===== src/verilog/uhcis_pkg.sv =====
// Shared constants for the command/status and event flag register block
package uhcis_pkg;
	// ------------------------------------------------------------------
	// Command codes on the host register port
	// ------------------------------------------------------------------
	localparam logic [7:0]  UHCIS_CODE_CMD_RD   = 8'h02;
	localparam logic [7:0]  UHCIS_CODE_CMD_WR   = 8'h82;
	localparam logic [7:0]  UHCIS_CODE_EVT_RD   = 8'h03;
	localparam logic [7:0]  UHCIS_CODE_EVT_WR   = 8'h83;
	localparam logic [7:0]  UHCIS_CODE_WR_BIT   = 8'h80;

	// ------------------------------------------------------------------
	// Field positions
	// ------------------------------------------------------------------
	localparam int          UHCIS_SOFT_RST_BIT  = 0;
	localparam int          UHCIS_OVR_CNT_LSB   = 16;
	localparam int          UHCIS_OVR_CNT_W     = 2;
	localparam int          UHCIS_FLAG_W        = 7;
	localparam int          UHCIS_SCHED_OVR_BIT = 0;
	localparam int          UHCIS_FRAME_SOF_BIT = 2;
	localparam int          UHCIS_RESUME_BIT    = 3;
	localparam int          UHCIS_FATAL_BIT     = 4;
	localparam int          UHCIS_FRAME_WRAP_BIT = 5;
	localparam int          UHCIS_HUB_CHG_BIT   = 6;
	localparam int          UHCIS_MASTER_EN_BIT = 31;
	localparam int          UHCIS_FRAME_MSB     = 15;
	localparam logic [6:0]  UHCIS_FLAG_MASK     = 7'h7D;
	localparam int          UHCIS_PORTS         = 2;

	// ------------------------------------------------------------------
	// Reset values
	// ------------------------------------------------------------------
	localparam logic [6:0]  UHCIS_FLAGS_RST     = 7'h00;
	localparam logic [1:0]  UHCIS_OVR_CNT_RST   = 2'h0;
	localparam logic [31:0] UHCIS_RD_RST        = 32'h0000_0000;

	// ------------------------------------------------------------------
	// Timing
	// ------------------------------------------------------------------
	localparam int          UHCIS_CLK_MHZ       = 50;
	localparam int          UHCIS_SOFT_RST_NS   = 10000;
	localparam int          UHCIS_SOFT_RST_MAX_CYC = (UHCIS_SOFT_RST_NS * UHCIS_CLK_MHZ) / 1000;
	localparam int          UHCIS_SOFT_RST_HOLD = 16;

	// Soft reset sequencer states
	typedef enum logic {UHCIS_RST_IDLE, UHCIS_RST_RUN} uhcis_rst_state_t;
endpackage : uhcis_pkg


===== src/verilog/uhcis_evt_if.sv =====
// Event set pulses passed from the event detector to the register bank
`timescale 1ns/1ns
interface uhcis_evt_if;
	import uhcis_pkg::*;
	logic [UHCIS_FLAG_W-1:0] setVec;	// One-cycle set requests per flag
	modport src (output setVec);
	modport dst (input setVec);
endinterface : uhcis_evt_if


===== src/verilog/uhcis_event_detect.sv =====
// Event detector turning controller activity into flag set pulses
`timescale 1ns/1ns
module uhcis_event_detect
	import uhcis_pkg::*;
#(
	parameter int PORTS = UHCIS_PORTS
) (
	input  wire logic        clk,                        // Controller clock
	input  wire logic        rst,                        // Synchronous reset
	input  wire logic        overrunDetect,              // Schedule overrun pulse
	input  wire logic [31:0] rootHubState,               // Root hub state word
	input  wire logic [31:0] rootPortState [PORTS],      // Root port state words
	input  wire logic [15:0] frameCount,                 // Frame counter value
	input  wire logic        sysErrorDetect,             // System error pulse
	input  wire logic        resumeLine,                 // Downstream resume seen
	input  wire logic        swResumeEntry,              // Software moves to resume
	input  wire logic        frameStart,                 // Frame start pulse
	uhcis_evt_if.src         evt                         // Set pulses out
);
	// ------------------------------------------------------------------
	// Elaboration check
	// ------------------------------------------------------------------
	if (PORTS < 1) begin : g_bad_ports
		$error("uhcis_event_detect needs at least one port");
	end

	logic             primed_reg;
	logic [31:0]      hubPrev_reg;
	logic             frameMsbPrev_reg;
	logic             resumePrev_reg;
	logic [PORTS-1:0] portChange;
	logic             hubChange;
	logic             resumeRise;

	// First sample after reset only loads history, so no false change
	always_ff @(posedge clk) begin
		if (rst) begin
			primed_reg <= 1'b0;
		end else begin
			primed_reg <= 1'b1;
		end
	end

	// History of hub word, frame MSB and resume line
	always_ff @(posedge clk) begin
		if (rst) begin
			hubPrev_reg      <= 32'h0000_0000;
			frameMsbPrev_reg <= 1'b0;
			resumePrev_reg   <= 1'b0;
		end else begin
			hubPrev_reg      <= rootHubState;
			frameMsbPrev_reg <= frameCount[UHCIS_FRAME_MSB];
			resumePrev_reg   <= resumeLine;
		end
	end

	// Per-port content change detection
	for (genvar p = 0; p < PORTS; p++) begin : g_port
		logic [31:0] portPrev_reg;
		always_ff @(posedge clk) begin
			if (rst) begin
				portPrev_reg <= 32'h0000_0000;
			end else begin
				portPrev_reg <= rootPortState[p];
			end
		end
		assign portChange[p] = primed_reg && (portPrev_reg != rootPortState[p]);
	end

	// Hub change and resume onset; only the resume onset is suppressed for software resume entry
	assign hubChange  = (primed_reg && (hubPrev_reg != rootHubState)) || (|portChange);
	assign resumeRise = primed_reg && resumeLine && !resumePrev_reg && !swResumeEntry;

	// Set vector, one bit per flag position
	always_comb begin
		evt.setVec                       = '0;
		evt.setVec[UHCIS_SCHED_OVR_BIT]  = overrunDetect;
		evt.setVec[UHCIS_FRAME_SOF_BIT]  = frameStart;
		evt.setVec[UHCIS_RESUME_BIT]     = resumeRise;
		evt.setVec[UHCIS_FATAL_BIT]      = sysErrorDetect;
		evt.setVec[UHCIS_FRAME_WRAP_BIT] = primed_reg &&
			(frameMsbPrev_reg != frameCount[UHCIS_FRAME_MSB]);
		evt.setVec[UHCIS_HUB_CHG_BIT]    = hubChange;
	end

	// ------------------------------------------------------------------
	// Checks
	// ------------------------------------------------------------------
	a_resume_sw_block: assert property (@(posedge clk) disable iff (rst)
		swResumeEntry |-> !evt.setVec[UHCIS_RESUME_BIT])
		else $error("resume flag set on software resume entry");
	a_frame_wrap_set: assert property (@(posedge clk) disable iff (rst)
		(primed_reg && $changed(frameCount[UHCIS_FRAME_MSB]))
		|-> evt.setVec[UHCIS_FRAME_WRAP_BIT])
		else $error("frame MSB toggle missed");
endmodule : uhcis_event_detect


===== src/verilog/uhcis_reg_bank.sv =====
// Command/status and event flag register bank with interrupt request
//
// Contract
// - Overrun count field increments per overrun.
// - Count starts zero, wraps from three.
// - Count increments even if overrun flag set.
// - Soft reset enters suspend, clears operational state.
// - Hardware clears reset bit when done.
// - Soft reset finishes within ten microseconds.
// - Soft reset leaves root hub, ports alone.
// - Events set their matching status flag.
// - Interrupt when flag, enable, master all set.
// - Write one clears flag; zero keeps.
// - Hardware only sets flags, never clears.
// - Flag six on root hub/port change.
// - Flag five on frame MSB toggle.
// - Flag four on system error; halt.
// - Flag three on resume signalling onset.
// - No resume flag on software resume.
// - Frame start emits SOF, sets flag two.
// - Flag zero on overrun, also counts.
// - Command register writes are write-to-set.
// - Master enable bit gates all interrupts.
`timescale 1ns/1ns
module uhcis_reg_bank
	import uhcis_pkg::*;
#(
	parameter int PORTS      = UHCIS_PORTS,
	parameter int RESET_HOLD = UHCIS_SOFT_RST_HOLD
) (
	input  wire logic        clk,                       // Controller clock
	input  wire logic        rst,                       // Synchronous reset
	input  wire logic        cmdStrobe,                 // Command code valid
	input  wire logic [7:0]  cmdCode,                   // Register command code
	input  wire logic [31:0] cmdWrData,                 // Write data
	input  wire logic [31:0] eventEnable,               // Enable register value
	input  wire logic        overrunDetect,             // Schedule overrun pulse
	input  wire logic [31:0] rootHubState,              // Root hub state word
	input  wire logic [31:0] rootPortState [PORTS],     // Root port state words
	input  wire logic [15:0] frameCount,                // Frame counter value
	input  wire logic        sysErrorDetect,            // System error pulse
	input  wire logic        resumeLine,                // Downstream resume seen
	input  wire logic        swResumeEntry,             // Software enters resume
	input  wire logic        frameStart,                // Frame start pulse
	output logic      [31:0] rdData,                    // Read data
	output logic             rdValid,                   // Read data valid pulse
	output logic             irqReq,                    // Interrupt request level
	output logic             sofStrobe,                 // SOF generate pulse
	output logic             softResetBusy,             // Soft reset in progress
	output logic             enterSuspend,              // Go to suspend pulse
	output logic             haltProcessing             // Halt on fatal error
);
	// ------------------------------------------------------------------
	// Elaboration check and local constants
	// ------------------------------------------------------------------
	if (RESET_HOLD < 1 || RESET_HOLD > UHCIS_SOFT_RST_MAX_CYC) begin : g_bad_hold
		$error("RESET_HOLD must lie within the soft reset time limit");
	end

	localparam int       HOLD_W     = $clog2(UHCIS_SOFT_RST_MAX_CYC + 1);
	localparam logic [HOLD_W-1:0] HOLD_LAST = HOLD_W'(RESET_HOLD - 1);
	localparam int       ResetLimitA = 500;

	// ------------------------------------------------------------------
	// Event detection
	// ------------------------------------------------------------------
	uhcis_evt_if evtBus ();

	uhcis_event_detect #(
		.PORTS         (PORTS)
	) u_detect (
		.clk           (clk),
		.rst           (rst),
		.overrunDetect (overrunDetect),
		.rootHubState  (rootHubState),
		.rootPortState (rootPortState),
		.frameCount    (frameCount),
		.sysErrorDetect(sysErrorDetect),
		.resumeLine    (resumeLine),
		.swResumeEntry (swResumeEntry),
		.frameStart    (frameStart),
		.evt           (evtBus.src)
	);

	logic [UHCIS_FLAG_W-1:0]    setVec;
	logic [UHCIS_FLAG_W-1:0]    flags_reg;
	logic [UHCIS_FLAG_W-1:0]    flags_next;
	logic [UHCIS_FLAG_W-1:0]    clearVec;
	logic [UHCIS_OVR_CNT_W-1:0] ovrCount_reg;
	uhcis_rst_state_t           rstState_reg;
	logic [HOLD_W-1:0]          holdCnt_reg;
	logic                       startReset;
	logic                       evtWrite;
	logic                       irq_next;
	logic [31:0]                rdData_reg;
	logic                       rdValid_reg;
	logic                       irqReq_reg;
	logic                       sofStrobe_reg;
	logic                       enterSuspend_reg;
	logic                       haltProcessing_reg;
	logic                       softResetBusy_reg;

	assign setVec = evtBus.setVec;

	// ------------------------------------------------------------------
	// Command decode
	// ------------------------------------------------------------------
	// Host writes during a soft reset are ignored rather than queued; reads are still answered
	assign startReset = cmdStrobe && (cmdCode == UHCIS_CODE_CMD_WR) &&
		cmdWrData[UHCIS_SOFT_RST_BIT] && (rstState_reg == UHCIS_RST_IDLE);
	assign evtWrite   = cmdStrobe && (cmdCode == UHCIS_CODE_EVT_WR) &&
		(rstState_reg == UHCIS_RST_IDLE);
	assign clearVec   = evtWrite ? (cmdWrData[UHCIS_FLAG_W-1:0] & UHCIS_FLAG_MASK)
		: {UHCIS_FLAG_W{1'b0}};

	// ------------------------------------------------------------------
	// Soft reset sequencer
	// ------------------------------------------------------------------
	// Holds the busy bit for RESET_HOLD cycles, then clears it itself;
	// it drives no reset towards the root hub or downstream ports
	always_ff @(posedge clk) begin
		if (rst) begin
			rstState_reg <= UHCIS_RST_IDLE;
			holdCnt_reg  <= '0;
		end else begin
			unique case (rstState_reg)
				UHCIS_RST_IDLE: begin
					holdCnt_reg <= '0;
					if (startReset) begin
						rstState_reg <= UHCIS_RST_RUN;
					end
				end
				UHCIS_RST_RUN: begin
					if (holdCnt_reg == HOLD_LAST) begin
						rstState_reg <= UHCIS_RST_IDLE;
						holdCnt_reg  <= '0;
					end else begin
						holdCnt_reg <= holdCnt_reg + 1'b1;
					end
				end
			endcase
		end
	end

	// Busy flag kept in its own flop so the output is registered
	always_ff @(posedge clk) begin
		if (rst) begin
			softResetBusy_reg <= 1'b0;
		end else if (startReset) begin
			softResetBusy_reg <= 1'b1;
		end else if (rstState_reg == UHCIS_RST_RUN && holdCnt_reg == HOLD_LAST) begin
			softResetBusy_reg <= 1'b0;
		end
	end

	// Suspend entry pulse on the start of a soft reset
	always_ff @(posedge clk) begin
		if (rst) begin
			enterSuspend_reg <= 1'b0;
		end else begin
			enterSuspend_reg <= startReset;
		end
	end

	// ------------------------------------------------------------------
	// Scheduling overrun counter
	// ------------------------------------------------------------------
	// Counts regardless of the overrun flag; soft reset clears it
	always_ff @(posedge clk) begin
		if (rst) begin
			ovrCount_reg <= UHCIS_OVR_CNT_RST;
		end else if (startReset) begin
			ovrCount_reg <= UHCIS_OVR_CNT_RST;
		end else if (setVec[UHCIS_SCHED_OVR_BIT]) begin
			ovrCount_reg <= ovrCount_reg + 1'b1;
		end
	end

	// ------------------------------------------------------------------
	// Event flags
	// ------------------------------------------------------------------
	// A set arriving with its clear wins, so no event is lost
	always_comb begin
		flags_next = ((flags_reg & ~clearVec) | setVec) & UHCIS_FLAG_MASK;
	end

	always_ff @(posedge clk) begin
		if (rst) begin
			flags_reg <= UHCIS_FLAGS_RST;
		end else begin
			flags_reg <= flags_next;
		end
	end

	// ------------------------------------------------------------------
	// Interrupt, SOF and halt outputs
	// ------------------------------------------------------------------
	assign irq_next = eventEnable[UHCIS_MASTER_EN_BIT] &&
		(|(flags_next & eventEnable[UHCIS_FLAG_W-1:0]));

	always_ff @(posedge clk) begin
		if (rst) begin
			irqReq_reg         <= 1'b0;
			sofStrobe_reg      <= 1'b0;
			haltProcessing_reg <= 1'b0;
		end else begin
			irqReq_reg         <= irq_next;
			sofStrobe_reg      <= setVec[UHCIS_FRAME_SOF_BIT];
			haltProcessing_reg <= flags_next[UHCIS_FATAL_BIT];
		end
	end

	// ------------------------------------------------------------------
	// Read path
	// ------------------------------------------------------------------
	// Answer one cycle after the strobe; unknown codes read as zero
	always_ff @(posedge clk) begin
		if (rst) begin
			rdData_reg  <= UHCIS_RD_RST;
			rdValid_reg <= 1'b0;
		end else begin
			rdValid_reg <= cmdStrobe && ((cmdCode & UHCIS_CODE_WR_BIT) == 8'h00);
			if (cmdStrobe && cmdCode == UHCIS_CODE_CMD_RD) begin
				rdData_reg <= 32'h0000_0000;
				rdData_reg[UHCIS_OVR_CNT_LSB +: UHCIS_OVR_CNT_W] <= ovrCount_reg;
				rdData_reg[UHCIS_SOFT_RST_BIT] <= (rstState_reg == UHCIS_RST_RUN);
			end else if (cmdStrobe && cmdCode == UHCIS_CODE_EVT_RD) begin
				rdData_reg <= {25'h0000000, flags_reg};
			end else if (cmdStrobe) begin
				rdData_reg <= 32'h0000_0000;
			end
		end
	end

	assign rdData         = rdData_reg;
	assign rdValid        = rdValid_reg;
	assign irqReq         = irqReq_reg;
	assign sofStrobe      = sofStrobe_reg;
	assign softResetBusy  = softResetBusy_reg;
	assign enterSuspend   = enterSuspend_reg;
	assign haltProcessing = haltProcessing_reg;

	// ------------------------------------------------------------------
	// Checks
	// ------------------------------------------------------------------
	a_count_increments: assert property (@(posedge clk) disable iff (rst)
		(setVec[UHCIS_SCHED_OVR_BIT] && !startReset)
		|=> ovrCount_reg == 2'($past(ovrCount_reg) + 2'h1))
		else $error("overrun count did not increment");
	a_count_wraps: assert property (@(posedge clk) disable iff (rst)
		(ovrCount_reg == 2'h3 && setVec[UHCIS_SCHED_OVR_BIT] && !startReset)
		|=> ovrCount_reg == 2'h0)
		else $error("overrun count did not wrap");
	a_count_flag_set: assert property (@(posedge clk) disable iff (rst)
		(flags_reg[UHCIS_SCHED_OVR_BIT] && setVec[UHCIS_SCHED_OVR_BIT] && !startReset)
		|=> ovrCount_reg != $past(ovrCount_reg))
		else $error("count stuck while overrun flag set");
	a_reset_suspend: assert property (@(posedge clk) disable iff (rst)
		startReset |=> enterSuspend && softResetBusy && ovrCount_reg == 2'h0)
		else $error("soft reset did not enter suspend");
	a_reset_completes: assert property (@(posedge clk) disable iff (rst)
		$rose(softResetBusy) |-> ##[1:ResetLimitA] !softResetBusy)
		else $error("soft reset exceeded time limit");
	a_flag_sets: assert property (@(posedge clk) disable iff (rst)
		setVec[UHCIS_HUB_CHG_BIT] |=> flags_reg[UHCIS_HUB_CHG_BIT])
		else $error("event did not set its flag");
	a_irq_gating: assert property (@(posedge clk) disable iff (rst)
		(!eventEnable[UHCIS_MASTER_EN_BIT] ##1 !eventEnable[UHCIS_MASTER_EN_BIT])
		|-> !irqReq)
		else $error("interrupt without master enable");
	a_irq_level: assert property (@(posedge clk) disable iff (rst)
		(irqReq && $stable(eventEnable) && !evtWrite) |=> irqReq)
		else $error("interrupt dropped without clear");
	a_w1c_clears: assert property (@(posedge clk) disable iff (rst)
		(evtWrite && cmdWrData[UHCIS_RESUME_BIT] && !setVec[UHCIS_RESUME_BIT])
		|=> !flags_reg[UHCIS_RESUME_BIT])
		else $error("write one did not clear flag");
	a_no_hw_clear: assert property (@(posedge clk) disable iff (rst)
		$fell(flags_reg[UHCIS_FATAL_BIT]) |-> $past(clearVec[UHCIS_FATAL_BIT]))
		else $error("flag cleared without software write");
	a_sof_and_flag: assert property (@(posedge clk) disable iff (rst)
		setVec[UHCIS_FRAME_SOF_BIT] |=> sofStrobe && flags_reg[UHCIS_FRAME_SOF_BIT])
		else $error("frame start missed SOF or flag");
	a_halt_follows: assert property (@(posedge clk) disable iff (rst)
		setVec[UHCIS_FATAL_BIT] |=> haltProcessing)
		else $error("fatal error did not halt");
	a_reserved_zero: assert property (@(posedge clk) disable iff (rst)
		rdValid |-> (rdData & 32'hFFFC_FF82) == 32'h0000_0000)
		else $error("reserved bits read non-zero");
	a_resume_sw_flag: assert property (@(posedge clk) disable iff (rst)
		(swResumeEntry && !flags_reg[UHCIS_RESUME_BIT]) |=> !flags_reg[UHCIS_RESUME_BIT])
		else $error("resume flag set on software resume entry");
	a_busy_ignores: assert property (@(posedge clk) disable iff (rst)
		(softResetBusy && cmdStrobe && cmdCode == UHCIS_CODE_EVT_WR && setVec == '0)
		|=> flags_reg == $past(flags_reg))
		else $error("flag write taken during soft reset");

	c_soft_reset: cover property (@(posedge clk) disable iff (rst)
		startReset ##1 softResetBusy ##[1:ResetLimitA] !softResetBusy);
	c_count_wrap: cover property (@(posedge clk) disable iff (rst)
		ovrCount_reg == 2'h3 ##1 ovrCount_reg == 2'h0);
	c_irq_raise: cover property (@(posedge clk) disable iff (rst) $rose(irqReq));
	c_set_wins: cover property (@(posedge clk) disable iff (rst)
		(|(clearVec & setVec)));
endmodule : uhcis_reg_bank

===== config.mk =====
export PLATFORM = sky130hd
export DESIGN_NAME = uhcis_reg_bank
export DESIGN_NICKNAME = d
export VERILOG_FILES = /design/src/verilog/uhcis_pkg.sv /design/src/verilog/uhcis_evt_if.sv /design/src/verilog/uhcis_event_detect.sv /design/src/verilog/uhcis_reg_bank.sv
export SDC_FILE = /design/constraint.sdc
export NUM_CORES = 1
export LEC_CHECK = 0
export ABC_AREA = 1
export BUFFER_PORTS_ARGS = -buffer_cell sky130_fd_sc_hd__buf_4
export CORE_ASPECT_RATIO = 1.4
export CORE_UTILIZATION = 45
export CTS_CLUSTER_DIAMETER = 50
export DETAILED_ROUTE_END_ITERATION = 10
export PLACE_DENSITY = 0.76
export SYNTH_ARGS = -nofsm -noshare
export SYNTH_HDL_FRONTEND = slang
export SYNTH_HIERARCHICAL = 1
export SYNTH_SLANG_ARGS = --single-unit

===== constraint.sdc =====
create_clock -name clk -period 2.4 [get_ports clk]
set_clock_uncertainty 0.1 [all_clocks]
set_input_delay 0 -clock clk [delete_from_list [all_inputs] [get_ports clk]]
set_output_delay 0 -clock clk [all_outputs]
set_load 0.02 [all_outputs]

### After elaboration in Yosys (flattened, before gate mapping)

Cells that the tools add are included.

| word-level totals | value |
|---|---|
| register bits after elaboration | 133 |
| output and inout port bits | 38 |
| input port bits | 192 |

| cells by class | value |
|---|---|
| reduce and logical (&&, ||, !) cells | 28 |
| equal/unequal tests | 9 |
| multiplexer cells | 12 |
| bitwise logic cells | 5 |
| add/sub/neg operators | 2 |

Operators by type and width:

| operator | number |
|---|---|
| $ne A32 B32 Y1 | 3 |
| $mux W18 | 3 |
| $pmux W9 S2 | 1 |
| $logic_and A1 B1 Y1 | 17 |
| $eq A8 B2 Y1 const B | 2 |
| $eq A8 B8 Y1 const B | 2 |
| $and A7 B7 Y7 | 2 |
| $add A9 B1 Y9 const B | 1 |
| $eq A9 B4 Y1 const B | 1 |
| $mux W9 | 1 |
| $logic_not A8 Y1 | 1 |
| $mux W7 | 1 |
| $not A7 Y7 | 1 |
| $or A7 B7 Y7 | 1 |
| $reduce_or A7 Y1 | 1 |
| $reduce_or A2 Y1 | 3 |
| $mux W1 | 5 |
| $reduce_bool A2 Y1 | 2 |
| $reduce_bool A3 Y1 | 1 |
| $add A2 B1 Y2 const B | 1 |
| $logic_not A1 Y1 | 2 |
| $pmux W1 S2 | 1 |
| $logic_or A1 B1 Y1 | 1 |
| $ne A1 B1 Y1 | 1 |
| $not A1 Y1 | 1 |

### Logic depth before layout (Yosys ltp)

Gate-level depths: netlist of the first run.

| depth | value |
|---|---|
| depth after elaboration | 10 |
| depth in mapped cells | 17 |

### Cells and area by module

Netlist of the first run, hierarchy kept.

Modules (own cells, without submodules):

| module | cells an instance | area an instance (um^2) | seq. area each (um^2) | times used |
|---|---|---|---|---|
| uhcis_event_detect | 558 | 4151.5 | 1981.9 | 1 |
| uhcis_reg_bank | 196 | 1470.2 | 620.6 | 1 |

### Worst setup path after synthesis of the first run

OpenSTA, ideal clock, no wires.

| timing | value |
|---|---|
| kind | reg-to-reg |
| start point | reg u_detect.hubPrev_reg[26] |
| end point | reg irqReq_reg (netlist: irqReq) |
| arrival | 1.234 ns |
| cell stages (with the launch flop) | 16 |
| path slack | 0.948 ns |
| setup time | 0.117 ns |
| cells stage by stage | dfxtp_1 -> xnor2_1 -> nand2_1 -> nor2_1 -> nand2_1 -> nor2_1 -> nand2_1 -> nand2_1 -> nand3_1 -> buf_4 -> inv_1 -> nand2_1 -> nand2_1 -> nand2_1 -> inv_1 -> a21oi_1 |

| between the ends | value |
|---|---|
| longest elaborated chain between the ends | 7 |

RTL lines:

| item | RTL line | text |
|---|---|---|
| start: declaration | uhcis_event_detect.sv:28 | `logic [31:0] hubPrev_reg;` |
| start signal: assignment | uhcis_event_detect.sv:51 | `hubPrev_reg <= rootHubState;` |
| $ne A32 B32 Y1 | uhcis_event_detect.sv:71 | `assign hubChange = (primed_reg && (hubPrev_reg != rootHubState)) \|\| (\|portChange);` |
| $logic_and A1 B1 Y1 | uhcis_event_detect.sv:71 |  |
| $logic_or A1 B1 Y1 | uhcis_event_detect.sv:71 |  |
| via u_detect.hubChange | uhcis_event_detect.sv:32 | `logic hubChange;` |
| $or A7 B7 Y7 | uhcis_reg_bank.sv:184 | `flags_next = ((flags_reg & ~clearVec) \| setVec) & UHCIS_FLAG_MASK;` |
| $and A7 B7 Y7 | uhcis_reg_bank.sv:199 | `(\|(flags_next & eventEnable[UHCIS_FLAG_W-1:0]));` |
| $reduce_or A7 Y1 | uhcis_reg_bank.sv:199 |  |
| $logic_and A1 B1 Y1 | uhcis_reg_bank.sv:198 | `assign irq_next = eventEnable[UHCIS_MASTER_EN_BIT] &&` |
| end signal: assignment | uhcis_reg_bank.sv:207 | `irqReq_reg <= irq_next;` |
| end: declaration | uhcis_reg_bank.sv:97 | `logic irqReq_reg;` |

The timed path passes the listed nets, and every way through them passes these cells.
A chain may end at the register's enable or synchronous reset.

### Worst setup path after layout of the first run

| timing | value |
|---|---|
| start point | reg u_detect.g_port[0].portPrev_reg[7] |
| end point | reg irqReq_reg (netlist: irqReq) |

| between the ends | value |
|---|---|
| longest elaborated chain between the ends | 8 |

RTL lines:

| item | RTL line | text |
|---|---|---|
| start: declaration | uhcis_event_detect.sv:59 | `logic [31:0] portPrev_reg;` |
| start signal: assignment | uhcis_event_detect.sv:64 | `portPrev_reg <= rootPortState[p];` |
| $ne A32 B32 Y1 | uhcis_event_detect.sv:67 | `assign portChange[p] = primed_reg && (portPrev_reg != rootPortState[p]);` |
| $logic_and A1 B1 Y1 | uhcis_event_detect.sv:67 |  |
| $reduce_or A2 Y1 | uhcis_event_detect.sv:71 |  |
| $logic_or A1 B1 Y1 | uhcis_event_detect.sv:71 |  |
| via evtBus.setVec[6] | uhcis_evt_if.sv:5 | `logic [UHCIS_FLAG_W-1:0] setVec;` |
| $or A7 B7 Y7 | uhcis_reg_bank.sv:184 |  |
| $and A7 B7 Y7 | uhcis_reg_bank.sv:199 |  |
| $reduce_or A7 Y1 | uhcis_reg_bank.sv:199 |  |
| $logic_and A1 B1 Y1 | uhcis_reg_bank.sv:198 |  |

The timed path passes the listed nets, and every way through them passes these cells.

==> flow_summary.html, run 1 <==
<table>
<tr><th>Metric</th><th>Value</th></tr>
<tr><th colspan="2">Clock tree</th></tr>
<tr><td>Number of clock sinks</td><td>130</td></tr>
<tr><td>Number of buffers added by the clock tree synthesis step</td><td>17</td></tr>
<tr><td>Clock root buffer</td><td>clkbuf_16</td></tr>
<tr><td>Clock tree from TritonCTS</td><td>yes</td></tr>
<tr><td>Clk buf depth</td><td>2</td></tr>
<tr><td>Depth of the CTS H-tree</td><td>4</td></tr>
<tr><td>Post-CTS Repair Setup Buffers</td><td>0</td></tr>
<tr><td>Later-pin clock latency in the skew report</td><td>0.41 ns</td></tr>
<tr><td>Clock slew at the register clock pins of the worst setup and hold paths</td><td>0.06 ns</td></tr>
<tr><th colspan="2">Critical path</th></tr>
<tr><td>Highest net fanout along the worst path</td><td>2</td></tr>
<tr><td>CP most frequent cell</td><td>nand2_1</td></tr>
<tr><td>Setup Crit Path Kind</td><td>register to register</td></tr>
<tr><td>Critical R2R Launch</td><td>u_detect/g_port[0].portPrev_reg[7]</td></tr>
<tr><td>Capture point of the worst reg-to-reg path</td><td>irqReq</td></tr>
<tr><td>Critical path endpoint</td><td>irqReq</td></tr>
<tr><td>Worst path arrival time</td><td>2.49 ns</td></tr>
<tr><td>Crit path largest cell delay</td><td>0.54 ns</td></tr>
<tr><td>Crit path capture type</td><td>register</td></tr>
<tr><td>Crit path cell chain</td><td>xnor2_2, nand2_1, nor2_1, nand2_1, nor2_1, nand2_1, nand2_1, nand3_1, inv_1, nand2_1, nand2_1, nand2_1, inv_1, a21oi_1, dlygate4sd3_1</td></tr>
<tr><td>Required time worst endpoint</td><td>2.59 ns</td></tr>
<tr><td>Count of cells along the worst register-to-register path</td><td>15</td></tr>
<tr><td>Reg-to-reg slack, setup</td><td>0.11 ns</td></tr>
<tr><td>Kind of start point of the critical path</td><td>register</td></tr>
<tr><td>Cell with the largest stage delay on the worst path</td><td>dlygate4sd3_1</td></tr>
<tr><td>Critical path origin</td><td>u_detect/g_port[0].portPrev_reg[7]</td></tr>
<tr><th colspan="2">Logic synthesis</th></tr>
<tr><td>Warning count from the yosys run</td><td>6</td></tr>
<tr><td>Total standard cell area after synthesis</td><td>0.00561 mm2</td></tr>
<tr><td>Number of cells produced by synthesis</td><td>752</td></tr>
<tr><td>Average cell area after synthesis</td><td>7.46 um2</td></tr>
<tr><th colspan="2">GRT</th></tr>
<tr><td>Pin count of the biggest net entering global routing</td><td>53</td></tr>
<tr><td>Initial antenna violation count</td><td>0</td></tr>
<tr><td>First-pass GRT wire length</td><td>22000 um</td></tr>
<tr><td>Global route total overflow</td><td>0</td></tr>
<tr><td>Number of global-route vias before repair</td><td>5246</td></tr>
<tr><td>Overall Global Routing Usage</td><td>0.222</td></tr>
<tr><th colspan="2">Die</th></tr>
<tr><td>Starting utilization of the core area</td><td>0.468</td></tr>
<tr><td>Row count</td><td>47</td></tr>
<tr><td>Width of the die</td><td>96.4 um</td></tr>
<tr><td>Height of the die</td><td>134 um</td></tr>
<tr><td>Core box area</td><td>0.0120 mm2</td></tr>
<tr><td>Top-level I/O count</td><td>230</td></tr>
<tr><td>Area of the die</td><td>0.0129 mm2</td></tr>
<tr><th colspan="2">Timing</th></tr>
<tr><td>Hold violation total from the final report</td><td>0</td></tr>
<tr><td>Final setup viols</td><td>0</td></tr>
<tr><td>Final slew viol count</td><td>0</td></tr>
<tr><td>WHS</td><td>0.0235 ns</td></tr>
<tr><td>Transition time at the pin with the least slew margin</td><td>0.530 ns</td></tr>
<tr><td>Rel. slew slack</td><td>0.647</td></tr>
<tr><td>Worst-case setup margin in the final layout</td><td>0.105 ns</td></tr>
<tr><td>Period utilisation layout</td><td>0.956</td></tr>
<tr><td>Final Critical Period</td><td>2.29 ns</td></tr>
<tr><td>Highest attainable clock frequency</td><td>436 MHz</td></tr>
<tr><th colspan="2">Pwr</th></tr>
<tr><td>Worst vdd rail ir drop</td><td>0.497 mV</td></tr>
<tr><td>Pwr/cell area</td><td>661 mW/mm2</td></tr>
<tr><td>Leak</td><td>4.15 nW</td></tr>
<tr><th colspan="2">Placed design</th></tr>
<tr><td>Total of buffers placed on input and output ports</td><td>139</td></tr>
<tr><td>Final HPWL from detailed placement</td><td>7840 um</td></tr>
<tr><td>Cell total after placement</td><td>1022</td></tr>
<tr><td>Placer's final routability congestion estimate</td><td>0.758</td></tr>
<tr><td>Worst slack at placement</td><td>0.790 ns</td></tr>
<tr><th colspan="2">Drt</th></tr>
<tr><td>Antenna viol nets, final</td><td>0</td></tr>
<tr><td>Vias post-DR</td><td>5166</td></tr>
<tr><td>Number of design rule violations left after detail routing</td><td>0</td></tr>
<tr><td>Violation count after the first detailed-routing iteration</td><td>157</td></tr>
<tr><td>Aggregate routed wire length</td><td>13800 um</td></tr>
<tr><td>Vias per cell</td><td>4.38</td></tr>
<tr><td>Average routed wire per standard cell</td><td>11.7 um</td></tr>
<tr><td>Detailed-routing iteration count for the pre-antenna-repair pass</td><td>4</td></tr>
<tr><th colspan="2">Finish</th></tr>
<tr><td>Post-route non-filler standard cell count</td><td>1179</td></tr>
<tr><td>Number of inserted diodes</td><td>0</td></tr>
<tr><td>Fill cells</td><td>861</td></tr>
<tr><td>Storage cell area</td><td>0.00260 mm2</td></tr>
<tr><td>Post-layout net count</td><td>1212</td></tr>
<tr><td>Number of flip-flops under the largest register name</td><td>64</td></tr>
<tr><td>Fraction of layout cells with a size suffix above 1</td><td>0.178</td></tr>
<tr><td>Multi-input gate area</td><td>0.00230 mm2</td></tr>
<tr><td>Area overhead of the layout relative to synthesis</td><td>51.6%</td></tr>
<tr><th colspan="2">Run status</th></tr>
<tr><td>Outcome</td><td>finished, final reports clean</td></tr>
<tr><th colspan="2">Hold path</th></tr>
<tr><td>Path type of the worst min-delay path</td><td>input port to register</td></tr>
<tr><th colspan="2">Job</th></tr>
<tr><td>Number of maximum-capacitance violations</td><td>0</td></tr>
</table>
-- worst min path at each step --
stage / start / end / slack (ns) / cells after the start
2_1_floorplan: cmdCode[7] / rdValid / -0.02 / 1
3_3_place_gp: cmdCode[7] / rdValid / 0.10 / 2
3_5_place_dp: cmdCode[7] / rdValid / 0.11 / 2
4_1_cts: cmdCode[6] / rdData[3] / 0.005 / 8
5_1_grt: cmdCode[6] / rdData[4] / 0.07 / 8
6_report: cmdCode[5] / rdData[3] / 0.02 / 8
-- layout by cell type, fill, tap and decap left out, types with 4 or more instances in the layout --
cell type and instances:
clkinvlp_4 4, conb_1 24, nor2_1 142, nor3b_1 4, clkbuf_16 17, nand3_1 11, a21oi_1 18, nand2_1 165
xnor2_1 81, dfxtp_1 130, inv_1 135, dlygate4sd3_1 125, buf_4 141
-- report_power, final --
group / leakage, nW / total [W] / internal, W / switching, W
Sequential: 1.08 / 0.00231 / 0.00226 / 0.0000482
Combinational: 2.79 / 0.000777 / 0.000437 / 0.000340
Clock: 0.279 / 0.00254 / 0.00159 / 0.000953
-- layer usage --
metal,share of wire,up-vias,wire length (um),track usage
li1,-,2658,-,-
met1,0.38,2320,5200,0.211
met2,0.56,158,7750,0.426
met3,0.039,30,534,0.0522
met4,0.026,0,364,0.113
met5,0,-,0,0
-- repair_timing --
item | in CTS | in global routing
setup endpoints to repair | 0 | 1
gates resized for setup | 0 | 1
endpoints found under the hold margin | 120 | 0
hold buffers | 125 | 0
-- per-stage QoR --
step	power, W	area (um2)	setup TNS [ns]	utilization
floorplan	0.00273	5700	0	-
global placement	0.00292	6660	0	0.555
detailed placement	0.00294	6660	0	0.555
CTS	0.00564	8500	0	0.708
global route	0.00586	8510	-0.0245	0.709
finish	0.00563	8510	0	0.709
-- area by class of cell --
type,instances,area share
Clock buffer,20,0.0537
Clock inverter,12,0.0154
Inverter,138,0.0609
Multi-Input combinational cell,466,0.271
Sequential cell,130,0.306
Tap cell,147,0.0216
Timing Repair Buffer,266,0.272
-- worst max-delay path, delay by kind of cell (launching register included) --
family	cells	cell delay, ns
compound gates	1	0.05
xor+xnor	1	0.14
buf+inv	3	0.66
flops	1	0.37
simple gates	10	0.86
Note: power is estimated with default switching activity, not from simulation.
==> run 2, diff against run 1 <==
--- a/config.mk
+++ b/config.mk
@@ -5,13 +5,12 @@
 export SDC_FILE = /design/constraint.sdc
 export NUM_CORES = 1
 export LEC_CHECK = 0
-export ABC_AREA = 1
 export BUFFER_PORTS_ARGS = -buffer_cell sky130_fd_sc_hd__buf_4
 export CORE_ASPECT_RATIO = 1.4
 export CORE_UTILIZATION = 45
 export CTS_CLUSTER_DIAMETER = 50
 export DETAILED_ROUTE_END_ITERATION = 10
-export PLACE_DENSITY = 0.76
+export PLACE_DENSITY = 0.78
 export SYNTH_ARGS = -nofsm -noshare
 export SYNTH_HDL_FRONTEND = slang
 export SYNTH_HIERARCHICAL = 1
==> run 2 against run 1 <==
  * Fmax is 7.9% lower
  * Clock power hardly changed
  * Sequential power hardly changed
  * Via count is 12% lower
  * The flow now finishes with violations (negative setup slack)
  * Non-clock buffer count is 21 higher
==> flow_summary.html, run 2 <==
<table>
<tr><th>Metric</th><th>Value</th></tr>
<tr><th colspan="2">Timing</th></tr>
<tr><td>Transition time at the pin with the least slew margin</td><td>0.609 ns (was 0.530 ns)</td></tr>
<tr><td>Final Critical Period</td><td>2.49 ns (was 2.29 ns)</td></tr>
<tr><td>Sum Neg Setup Slack</td><td>-0.0907 ns (was 0 ns)</td></tr>
<tr><td>Rel. slew slack</td><td>0.594 (was 0.647)</td></tr>
<tr><td>Highest attainable clock frequency</td><td>401 MHz (was 436 MHz)</td></tr>
<tr><td>Final slew viol count</td><td>0 (unchanged)</td></tr>
<tr><td>Worst-case setup margin in the final layout</td><td>-0.0907 ns (was 0.105 ns)</td></tr>
<tr><td>Final setup viols</td><td>1 (was 0)</td></tr>
<tr><td>Setup repair after global routing missed its margin</td><td>true</td></tr>
<tr><td>WHS</td><td>0.0256 ns (was 0.0235 ns)</td></tr>
<tr><td>Hold violation total from the final report</td><td>0 (unchanged)</td></tr>
<tr><td>Period utilisation layout</td><td>1.04 (was 0.956)</td></tr>
<tr><th colspan="2">Finish</th></tr>
<tr><td>Leading cell type in the layout, fill and taps excluded</td><td>dlygate4sd3_1 (was nand2_1)</td></tr>
<tr><td>Post-layout net count</td><td>990 (was 1212)</td></tr>
<tr><td>Fill cells</td><td>706 (was 861)</td></tr>
<tr><td>Fraction of layout cells with a size suffix above 1</td><td>0.235 (was 0.178)</td></tr>
<tr><td>Number of flip-flops under the largest register name</td><td>64 (unchanged)</td></tr>
<tr><td>Area overhead of the layout relative to synthesis</td><td>60.8% (was 51.6%)</td></tr>
<tr><td>Multi-input gate area</td><td>0.00247 mm2 (was 0.00230 mm2)</td></tr>
<tr><td>Commonest cells after routing, fill and taps aside</td><td>dlygate4sd3_1, buf_4, dfxtp_1 (was nand2_1, nor2_1, buf_4)</td></tr>
<tr><td>Storage cell area</td><td>0.00260 mm2 (about the same)</td></tr>
<tr><th colspan="2">Drt</th></tr>
<tr><td>Vias post-DR</td><td>4536 (was 5166)</td></tr>
<tr><td>Detailed-routing iteration count for the pre-antenna-repair pass</td><td>6 (was 4)</td></tr>
<tr><td>Violation count after the first detailed-routing iteration</td><td>144 (was 157)</td></tr>
<tr><td>Vias per cell</td><td>4.75 (was 4.38)</td></tr>
<tr><td>Number of design rule violations left after detail routing</td><td>0 (unchanged)</td></tr>
<tr><td>Average routed wire per standard cell</td><td>15.8 um (was 11.7 um)</td></tr>
<tr><td>Antenna viol nets, final</td><td>0 (unchanged)</td></tr>
<tr><td>Aggregate routed wire length</td><td>15000 um (was 13800 um)</td></tr>
<tr><th colspan="2">Critical path</th></tr>
<tr><td>Required time worst endpoint</td><td>2.58 ns (was 2.59 ns)</td></tr>
<tr><td>Worst path arrival time</td><td>2.67 ns (was 2.49 ns)</td></tr>
<tr><td>Crit path capture type</td><td>register (unchanged)</td></tr>
<tr><td>Setup Crit Path Kind</td><td>register to register (unchanged)</td></tr>
<tr><td>Count of cells along the worst register-to-register path</td><td>10 (was 15)</td></tr>
<tr><td>Highest net fanout along the worst path</td><td>3 (was 2)</td></tr>
<tr><td>Kind of start point of the critical path</td><td>register (unchanged)</td></tr>
<tr><th colspan="2">Clock tree</th></tr>
<tr><td>Clk buf depth</td><td>2 (unchanged)</td></tr>
<tr><td>Depth of the CTS H-tree</td><td>4 (unchanged)</td></tr>
<tr><td>Post-CTS Repair Setup Buffers</td><td>0 (unchanged)</td></tr>
<tr><td>Number of clock sinks</td><td>130 (unchanged)</td></tr>
<tr><td>Clock root buffer</td><td>clkbuf_16 (unchanged)</td></tr>
<tr><td>Clock tree from TritonCTS</td><td>yes (unchanged)</td></tr>
<tr><td>Later-pin clock latency in the skew report</td><td>0.40 ns (was 0.41 ns)</td></tr>
<tr><td>Clock slew at the register clock pins of the worst setup and hold paths</td><td>0.06 ns (about the same)</td></tr>
<tr><td>Number of buffers added by the clock tree synthesis step</td><td>17 (unchanged)</td></tr>
<tr><th colspan="2">Pwr</th></tr>
<tr><td>Worst vdd rail ir drop</td><td>0.474 mV (was 0.497 mV)</td></tr>
<tr><td>Leak</td><td>3.49 nW (was 4.15 nW)</td></tr>
<tr><td>Pwr/cell area</td><td>671 mW/mm2 (was 661 mW/mm2)</td></tr>
<tr><th colspan="2">Die</th></tr>
<tr><td>Top-level I/O count</td><td>230 (unchanged)</td></tr>
<tr><td>Width of the die</td><td>93.0 um (was 96.4 um)</td></tr>
<tr><td>Height of the die</td><td>129 um (was 134 um)</td></tr>
<tr><td>Starting utilization of the core area</td><td>0.460 (was 0.468)</td></tr>
<tr><td>Core box area</td><td>0.0113 mm2 (was 0.0120 mm2)</td></tr>
<tr><td>Row count</td><td>46 (was 47)</td></tr>
<tr><td>Area of the die</td><td>0.0120 mm2 (was 0.0129 mm2)</td></tr>
<tr><th colspan="2">GRT</th></tr>
<tr><td>Number of global-route vias before repair</td><td>5076 (was 5246)</td></tr>
<tr><td>Initial antenna violation count</td><td>0 (unchanged)</td></tr>
<tr><td>Pin count of the biggest net entering global routing</td><td>62 (was 53)</td></tr>
<tr><td>Global route total overflow</td><td>0 (unchanged)</td></tr>
<tr><td>Overall Global Routing Usage</td><td>0.251 (was 0.222)</td></tr>
<tr><td>First-pass GRT wire length</td><td>23300 um (was 22000 um)</td></tr>
<tr><th colspan="2">Logic synthesis</th></tr>
<tr><td>Number of cells produced by synthesis</td><td>511 (was 752)</td></tr>
<tr><td>Total standard cell area after synthesis</td><td>0.00522 mm2 (was 0.00561 mm2)</td></tr>
<tr><td>Average cell area after synthesis</td><td>10.2 um2 (was 7.46 um2)</td></tr>
<tr><td>Warning count from the yosys run</td><td>6 (unchanged)</td></tr>
<tr><th colspan="2">Hold path</th></tr>
<tr><td>Instance count along the most critical hold path</td><td>4 (was 8)</td></tr>
<tr><td>Path type of the worst min-delay path</td><td>input port to register (unchanged)</td></tr>
<tr><th colspan="2">Run status</th></tr>
<tr><td>Failing checks</td><td>negative setup slack</td></tr>
<tr><td>Outcome</td><td>complete, but fails checks (was finished, final reports clean)</td></tr>
<tr><th colspan="2">Placed design</th></tr>
<tr><td>Total of buffers placed on input and output ports</td><td>139 (unchanged)</td></tr>
<tr><td>Placer's final routability congestion estimate</td><td>0.796 (was 0.758)</td></tr>
<tr><td>Final HPWL from detailed placement</td><td>7890 um (was 7840 um)</td></tr>
<tr><th colspan="2">Job</th></tr>
<tr><td>Number of maximum-capacitance violations</td><td>0 (unchanged)</td></tr>
</table>
## run 2: routing by layer
layer	up-vias	share of wire	global-route usage
met5	-	0	0
met2	163	0.57	0.498
met1	2150	0.35	0.238
li1	2187	-	-
met3	36	0.047	0.0616
met4	0	0.027	0.116
## run 2: where the power goes
group,internal [W],switching [W],total (W),leakage [nW]
Clock,0.00158,0.000962,0.00254,0.273
Combinational,0.000459,0.000311,0.000770,2.14
Sequential,0.00226,0.0000566,0.00232,1.08
Total,0.00430,0.00133,0.00563,3.49
## run 2: layout make-up
class	instances	area share
flip-flops and latches	130	0.310
diodes	1	0.000298
inverters	3	0.00134
clock buffers	19	0.0540
clock inverters	12	0.0160
well taps	144	0.0215
repair buffers	287	0.302
multi-input cells	358	0.295
## run 2: path summary, 6_finish.rpt
check                            from             end  slack (ns)
max          u_detect/hubPrev_reg[11]          irqReq       -0.09
min reg2reg            holdCnt_reg[0]  holdCnt_reg[0]        0.34
max reg2reg  u_detect/hubPrev_reg[11]          irqReq       -0.09
min                         cmdStrobe       rdData[6]        0.03
## run 2: critical path, cell delays in order (launching register included)
cell and delay [ns]:
dfxtp_1 0.33, xnor2_1 0.28, nand4_1 0.22, nor4_4 0.35, nand4_1 0.17, o31a_1 0.31
o21ai_0 0.14, and4_1 0.21, nor2_1 0.04, o21ai_1 0.14, nand3_1 0.08
## run 2: stage by stage
step / std cells / area (um2) / utilization / total power [W] / setup WS (ns)
global route: 953 / 8390 / 0.740 / 0.00584 / -0.182
CTS: 953 / 8330 / 0.735 / 0.00561 / 0.0339
detailed placement: 776 / 6280 / 0.554 / 0.00289 / 0.0654
finish: 954 / 8390 / 0.740 / 0.00563 / -0.0907
global placement: 776 / 6280 / 0.554 / 0.00287 / 0.0882
floorplan: 534 / 5300 / - / 0.00268 / 0.423
## run 2: what timing repair did
item / 4_1_cts / 5_1_grt
hold buffers: 146 / 0
setup endpoints to repair: 0 / 4
endpoints found under the hold margin: 116 / 0
gates resized for setup: 0 / 9
==> run 3, diff against run 2 <==
--- a/config.mk
+++ b/config.mk
@@ -7,10 +7,11 @@
 export LEC_CHECK = 0
 export BUFFER_PORTS_ARGS = -buffer_cell sky130_fd_sc_hd__buf_4
 export CORE_ASPECT_RATIO = 1.4
-export CORE_UTILIZATION = 45
+export CORE_MARGIN = 5
+export CORE_UTILIZATION = 35
 export CTS_CLUSTER_DIAMETER = 50
 export DETAILED_ROUTE_END_ITERATION = 10
-export PLACE_DENSITY = 0.78
+export PLACE_DENSITY = 0.63
 export SYNTH_ARGS = -nofsm -noshare
 export SYNTH_HDL_FRONTEND = slang
 export SYNTH_HIERARCHICAL = 1
==> constraint.sdc (replaced) <==
create_clock -name clk -period 2.8 [get_ports clk]
set_clock_uncertainty 0.1 [all_clocks]
set_input_delay 0 -clock clk [delete_from_list [all_inputs] [get_ports clk]]
set_output_delay 0 -clock clk [all_outputs]
set_load 0.02 [all_outputs]
==> run 3 against run 2 <==
  * The flow now finishes without violations
  * Utilization fell by 17 points
  * Via count down 4.2%
  * First-iteration DRC count decreased by 25%
  * Critical path depth down 1
  * Cell count up 4.0%
  * Clock power is 22% lower
  * Largest cell class unchanged
  * Highest routed layer unchanged
  * Final area fell by 1.7%
  * Count of clock-buffer cells in the layout did not move
  * Flip-flop and latch count did not move
==> flow_summary.html, run 3 (synthesis gave the netlist of run 2 again) <==
<table>
<tr><th>Metric</th><th>Value</th></tr>
<tr><th colspan="2">Hold path</th></tr>
<tr><td>Path type of the worst min-delay path</td><td>input port to register (unchanged)</td></tr>
<tr><td>Launch instance of the worst min-delay path</td><td>cmdCode[4] (was cmdStrobe)</td></tr>
<tr><td>Worst-case hold path end point</td><td>rstState_reg (was rdData[6])</td></tr>
<tr><td>Instance count along the most critical hold path</td><td>5 (was 4)</td></tr>
<tr><th colspan="2">Placed design</th></tr>
<tr><td>Final HPWL from detailed placement</td><td>8700 um (was 7890 um)</td></tr>
<tr><td>Total of buffers placed on input and output ports</td><td>139 (unchanged)</td></tr>
<tr><td>Worst slack at placement</td><td>0.344 ns (was 0.0654 ns)</td></tr>
<tr><td>Cell total after placement</td><td>821 (was 776)</td></tr>
<tr><td>Placer's final routability congestion estimate</td><td>0.821 (was 0.796)</td></tr>
<tr><th colspan="2">Timing</th></tr>
<tr><td>Rel. slew slack</td><td>0.648 (was 0.594)</td></tr>
<tr><td>Final setup viols</td><td>0 (was 1)</td></tr>
<tr><td>Highest attainable clock frequency</td><td>383 MHz</td></tr>
<tr><td>Sum Neg Setup Slack</td><td>0 ns (was -0.0907 ns)</td></tr>
<tr><td>Setup repair after global routing missed its margin</td><td>false (was true)</td></tr>
<tr><td>Transition time at the pin with the least slew margin</td><td>0.521 ns (was 0.609 ns)</td></tr>
<tr><td>Final slew viol count</td><td>0 (unchanged)</td></tr>
<tr><td>Worst-case setup margin in the final layout</td><td>0.189 ns (was -0.0907 ns)</td></tr>
<tr><td>Hold violation total from the final report</td><td>0 (unchanged)</td></tr>
<tr><td>WHS</td><td>0.0196 ns (was 0.0256 ns)</td></tr>
<tr><td>Period utilisation layout</td><td>0.933</td></tr>
<tr><td>Final Critical Period</td><td>2.61 ns</td></tr>
<tr><th colspan="2">Die</th></tr>
<tr><td>Width of the die</td><td>113 um (was 93.0 um)</td></tr>
<tr><td>Area of the die</td><td>0.0175 mm2 (was 0.0120 mm2)</td></tr>
<tr><td>Starting utilization of the core area</td><td>0.358 (was 0.460)</td></tr>
<tr><td>Core box area</td><td>0.0146 mm2 (was 0.0113 mm2)</td></tr>
<tr><td>Height of the die</td><td>154 um (was 129 um)</td></tr>
<tr><td>Row count</td><td>52 (was 46)</td></tr>
<tr><td>Top-level I/O count</td><td>230 (unchanged)</td></tr>
<tr><th colspan="2">Critical path</th></tr>
<tr><td>Crit path largest cell delay</td><td>0.57 ns (was 0.35 ns)</td></tr>
<tr><td>Bufs and invs on worst path</td><td>4 (was 0)</td></tr>
<tr><td>CP most frequent cell</td><td>dlygate4sd3_1 (was nand4_1)</td></tr>
<tr><td>Critical path's top delay family</td><td>buffers and inverters (was simple AND/OR/NAND/NOR gates)</td></tr>
<tr><td>Crit path capture type</td><td>register (unchanged)</td></tr>
<tr><td>Total stage count of the critical path</td><td>9 (was 10)</td></tr>
<tr><td>Critical path origin</td><td>cmdCode[6] (was u_detect/hubPrev_reg[11])</td></tr>
<tr><td>Count of cells along the worst register-to-register path</td><td>6 (was 10)</td></tr>
<tr><td>Worst path arrival time</td><td>2.79 ns (was 2.67 ns)</td></tr>
<tr><td>Critical R2R Launch</td><td>rstState_reg (was u_detect/hubPrev_reg[11])</td></tr>
<tr><td>Highest net fanout along the worst path</td><td>4 (was 3)</td></tr>
<tr><td>Setup Crit Path Kind</td><td>input port to register (was register to register)</td></tr>
<tr><td>Capture point of the worst reg-to-reg path</td><td>flags_reg[4] (was irqReq)</td></tr>
<tr><td>Crit path cell chain</td><td>dlygate4sd3_1, buf_4, or3_4, nor4_4, nand2_1, a21oi_1, dlygate4sd3_1, nor2_1, dlygate4sd3_1 (was xnor2_1, nand4_1, nor4_4, nand4_1, o31a_1, o21ai_0, and4_1, nor2_1, o21ai_1, nand3_1)</td></tr>
<tr><td>Kind of start point of the critical path</td><td>input port (was register)</td></tr>
<tr><td>Reg-to-reg slack, setup</td><td>0.40 ns (was -0.09 ns)</td></tr>
<tr><td>Cell with the largest stage delay on the worst path</td><td>dlygate4sd3_1 (was nor4_4)</td></tr>
<tr><td>Required time worst endpoint</td><td>2.98 ns (was 2.58 ns)</td></tr>
<tr><th colspan="2">Drt</th></tr>
<tr><td>Number of design rule violations left after detail routing</td><td>0 (unchanged)</td></tr>
<tr><td>Vias per cell</td><td>4.38 (was 4.75)</td></tr>
<tr><td>Vias post-DR</td><td>4346 (was 4536)</td></tr>
<tr><td>Violation count after the first detailed-routing iteration</td><td>108 (was 144)</td></tr>
<tr><td>Antenna viol nets, final</td><td>0 (unchanged)</td></tr>
<tr><td>Detailed-routing iteration count for the pre-antenna-repair pass</td><td>4 (was 6)</td></tr>
<tr><td>Average routed wire per standard cell</td><td>13.5 um (was 15.8 um)</td></tr>
<tr><td>Aggregate routed wire length</td><td>13400 um (was 15000 um)</td></tr>
<tr><th colspan="2">Run status</th></tr>
<tr><td>Outcome</td><td>finished, final reports clean (was complete, but fails checks)</td></tr>
<tr><th colspan="2">Finish</th></tr>
<tr><td>Post-route non-filler standard cell count</td><td>992 (was 954)</td></tr>
<tr><td>Area overhead of the layout relative to synthesis</td><td>58.1% (was 60.8%)</td></tr>
<tr><td>Fraction of layout cells with a size suffix above 1</td><td>0.227 (was 0.235)</td></tr>
<tr><td>Number of flip-flops under the largest register name</td><td>64 (unchanged)</td></tr>
<tr><td>Post-layout net count</td><td>981 (was 990)</td></tr>
<tr><td>Leading cell type in the layout, fill and taps excluded</td><td>buf_4 (was dlygate4sd3_1)</td></tr>
<tr><td>Commonest cells after routing, fill and taps aside</td><td>buf_4, dlygate4sd3_1, dfxtp_1 (was dlygate4sd3_1, buf_4, dfxtp_1)</td></tr>
<tr><th colspan="2">Clock tree</th></tr>
<tr><td>Clock tree from TritonCTS</td><td>yes (unchanged)</td></tr>
<tr><td>Number of clock sinks</td><td>130 (unchanged)</td></tr>
<tr><td>Clock slew at the register clock pins of the worst setup and hold paths</td><td>0.06 ns (about the same)</td></tr>
<tr><td>Cells resized by post-CTS repair</td><td>0 (unchanged)</td></tr>
<tr><td>Depth of the CTS H-tree</td><td>4 (unchanged)</td></tr>
<tr><td>Clk buf depth</td><td>2 (unchanged)</td></tr>
<tr><td>Clock root buffer</td><td>clkbuf_16 (unchanged)</td></tr>
<tr><td>Later-pin clock latency in the skew report</td><td>0.40 ns (about the same)</td></tr>
<tr><td>Number of buffers added by the clock tree synthesis step</td><td>17 (unchanged)</td></tr>
<tr><th colspan="2">GRT</th></tr>
<tr><td>Global route total overflow</td><td>0 (unchanged)</td></tr>
<tr><td>Number of global-route vias before repair</td><td>4833 (was 5076)</td></tr>
<tr><td>First-pass GRT wire length</td><td>22100 um (was 23300 um)</td></tr>
<tr><td>Pin count of the biggest net entering global routing</td><td>85 (was 62)</td></tr>
<tr><td>Overall Global Routing Usage</td><td>0.155 (was 0.251)</td></tr>
<tr><td>Initial antenna violation count</td><td>2 (was 0)</td></tr>
<tr><th colspan="2">Pwr</th></tr>
<tr><td>Leak</td><td>3.38 nW (was 3.49 nW)</td></tr>
<tr><td>Pwr/cell area</td><td>556 mW/mm2 (was 671 mW/mm2)</td></tr>
<tr><td>Worst vdd rail ir drop</td><td>0.375 mV (was 0.474 mV)</td></tr>
<tr><th colspan="2">Job</th></tr>
<tr><td>Number of maximum-capacitance violations</td><td>0 (unchanged)</td></tr>
</table>
## run 3: cell types whose count changed in the layout (fill, tap and decap cells not counted), moves of 2 or more
| cell | before | now |
|---|---|---|
| xnor2_2 | 5 | 0 |
| clkbuf_1 | 0 | 2 |
| clkbuf_8 | 2 | 0 |
| inv_6 | 1 | 5 |
| xnor2_1 | 64 | 69 |
| bufinv_16 | 2 | 0 |
| dlygate4sd3_1 | 146 | 136 |
## run 3: worst max-delay path by stage
stage / slack [ns] / to
floorplan: 0.82 / irqReq
global placement: 0.36 / irqReq
detailed placement: 0.34 / irqReq
CTS: 0.1 / flags_reg[4]
global route: 0.09 / flags_reg[4]
finish: 0.19 / flags_reg[4]
## run 3: final cells by class
type	count	area (um2)
Antenna cell	2	5.00
Clock buffer	19	433
Clock inverter	13	103
Fill cell	1210	6330
Inverter	3	11.3
Multi-Input combinational cell	358	2420
Sequential cell	130	2600
Tap cell	189	236
Timing Repair Buffer	278	2440
## run 3: power by group
group	internal (W)	total (W)	leakage, nW	switching, W
registers	0.00194	0.00198	1.08	0.0000408
clock network	0.00114	0.00198	0.243	0.000841
logic	0.000380	0.000622	2.05	0.000241
total	0.00346	0.00459	3.38	0.00112
## run 3: timing repair
item | 4_1_cts | 5_1_grt
hold buffers | 136 | 0
buffers inserted | 0 | 1
hold endpoints to repair | 119 | 0
endpoints found under the setup margin | 0 | 1
## run 3: tightest hold or removal path: stages
cell,delay [ns]
buf_4,0.08
or3_4,0.13
nor3_1,0.06
nand3_1,0.12
o21ai_1,0.06
## run 3: metal layers
metal,wire length [um],part of all wire,vias to the layer above,GRT usage
li1,-,-,2174,-
met1,5180,0.39,2020,0.163
met2,7170,0.53,137,0.292
met3,860,0.064,15,0.0473
met4,229,0.017,0,0.0475
met5,0,0,-,0
## run 3: through the flow
stage	total power (W)	instance area, um2	util
6_report	0.00459	8250	0.566
5_1_grt	0.00478	8250	0.566
4_1_cts	0.00464	8230	0.565
3_5_place_dp	0.00248	6340	0.435
3_3_place_gp	0.00247	6340	0.435
2_1_floorplan	0.00230	5300	-
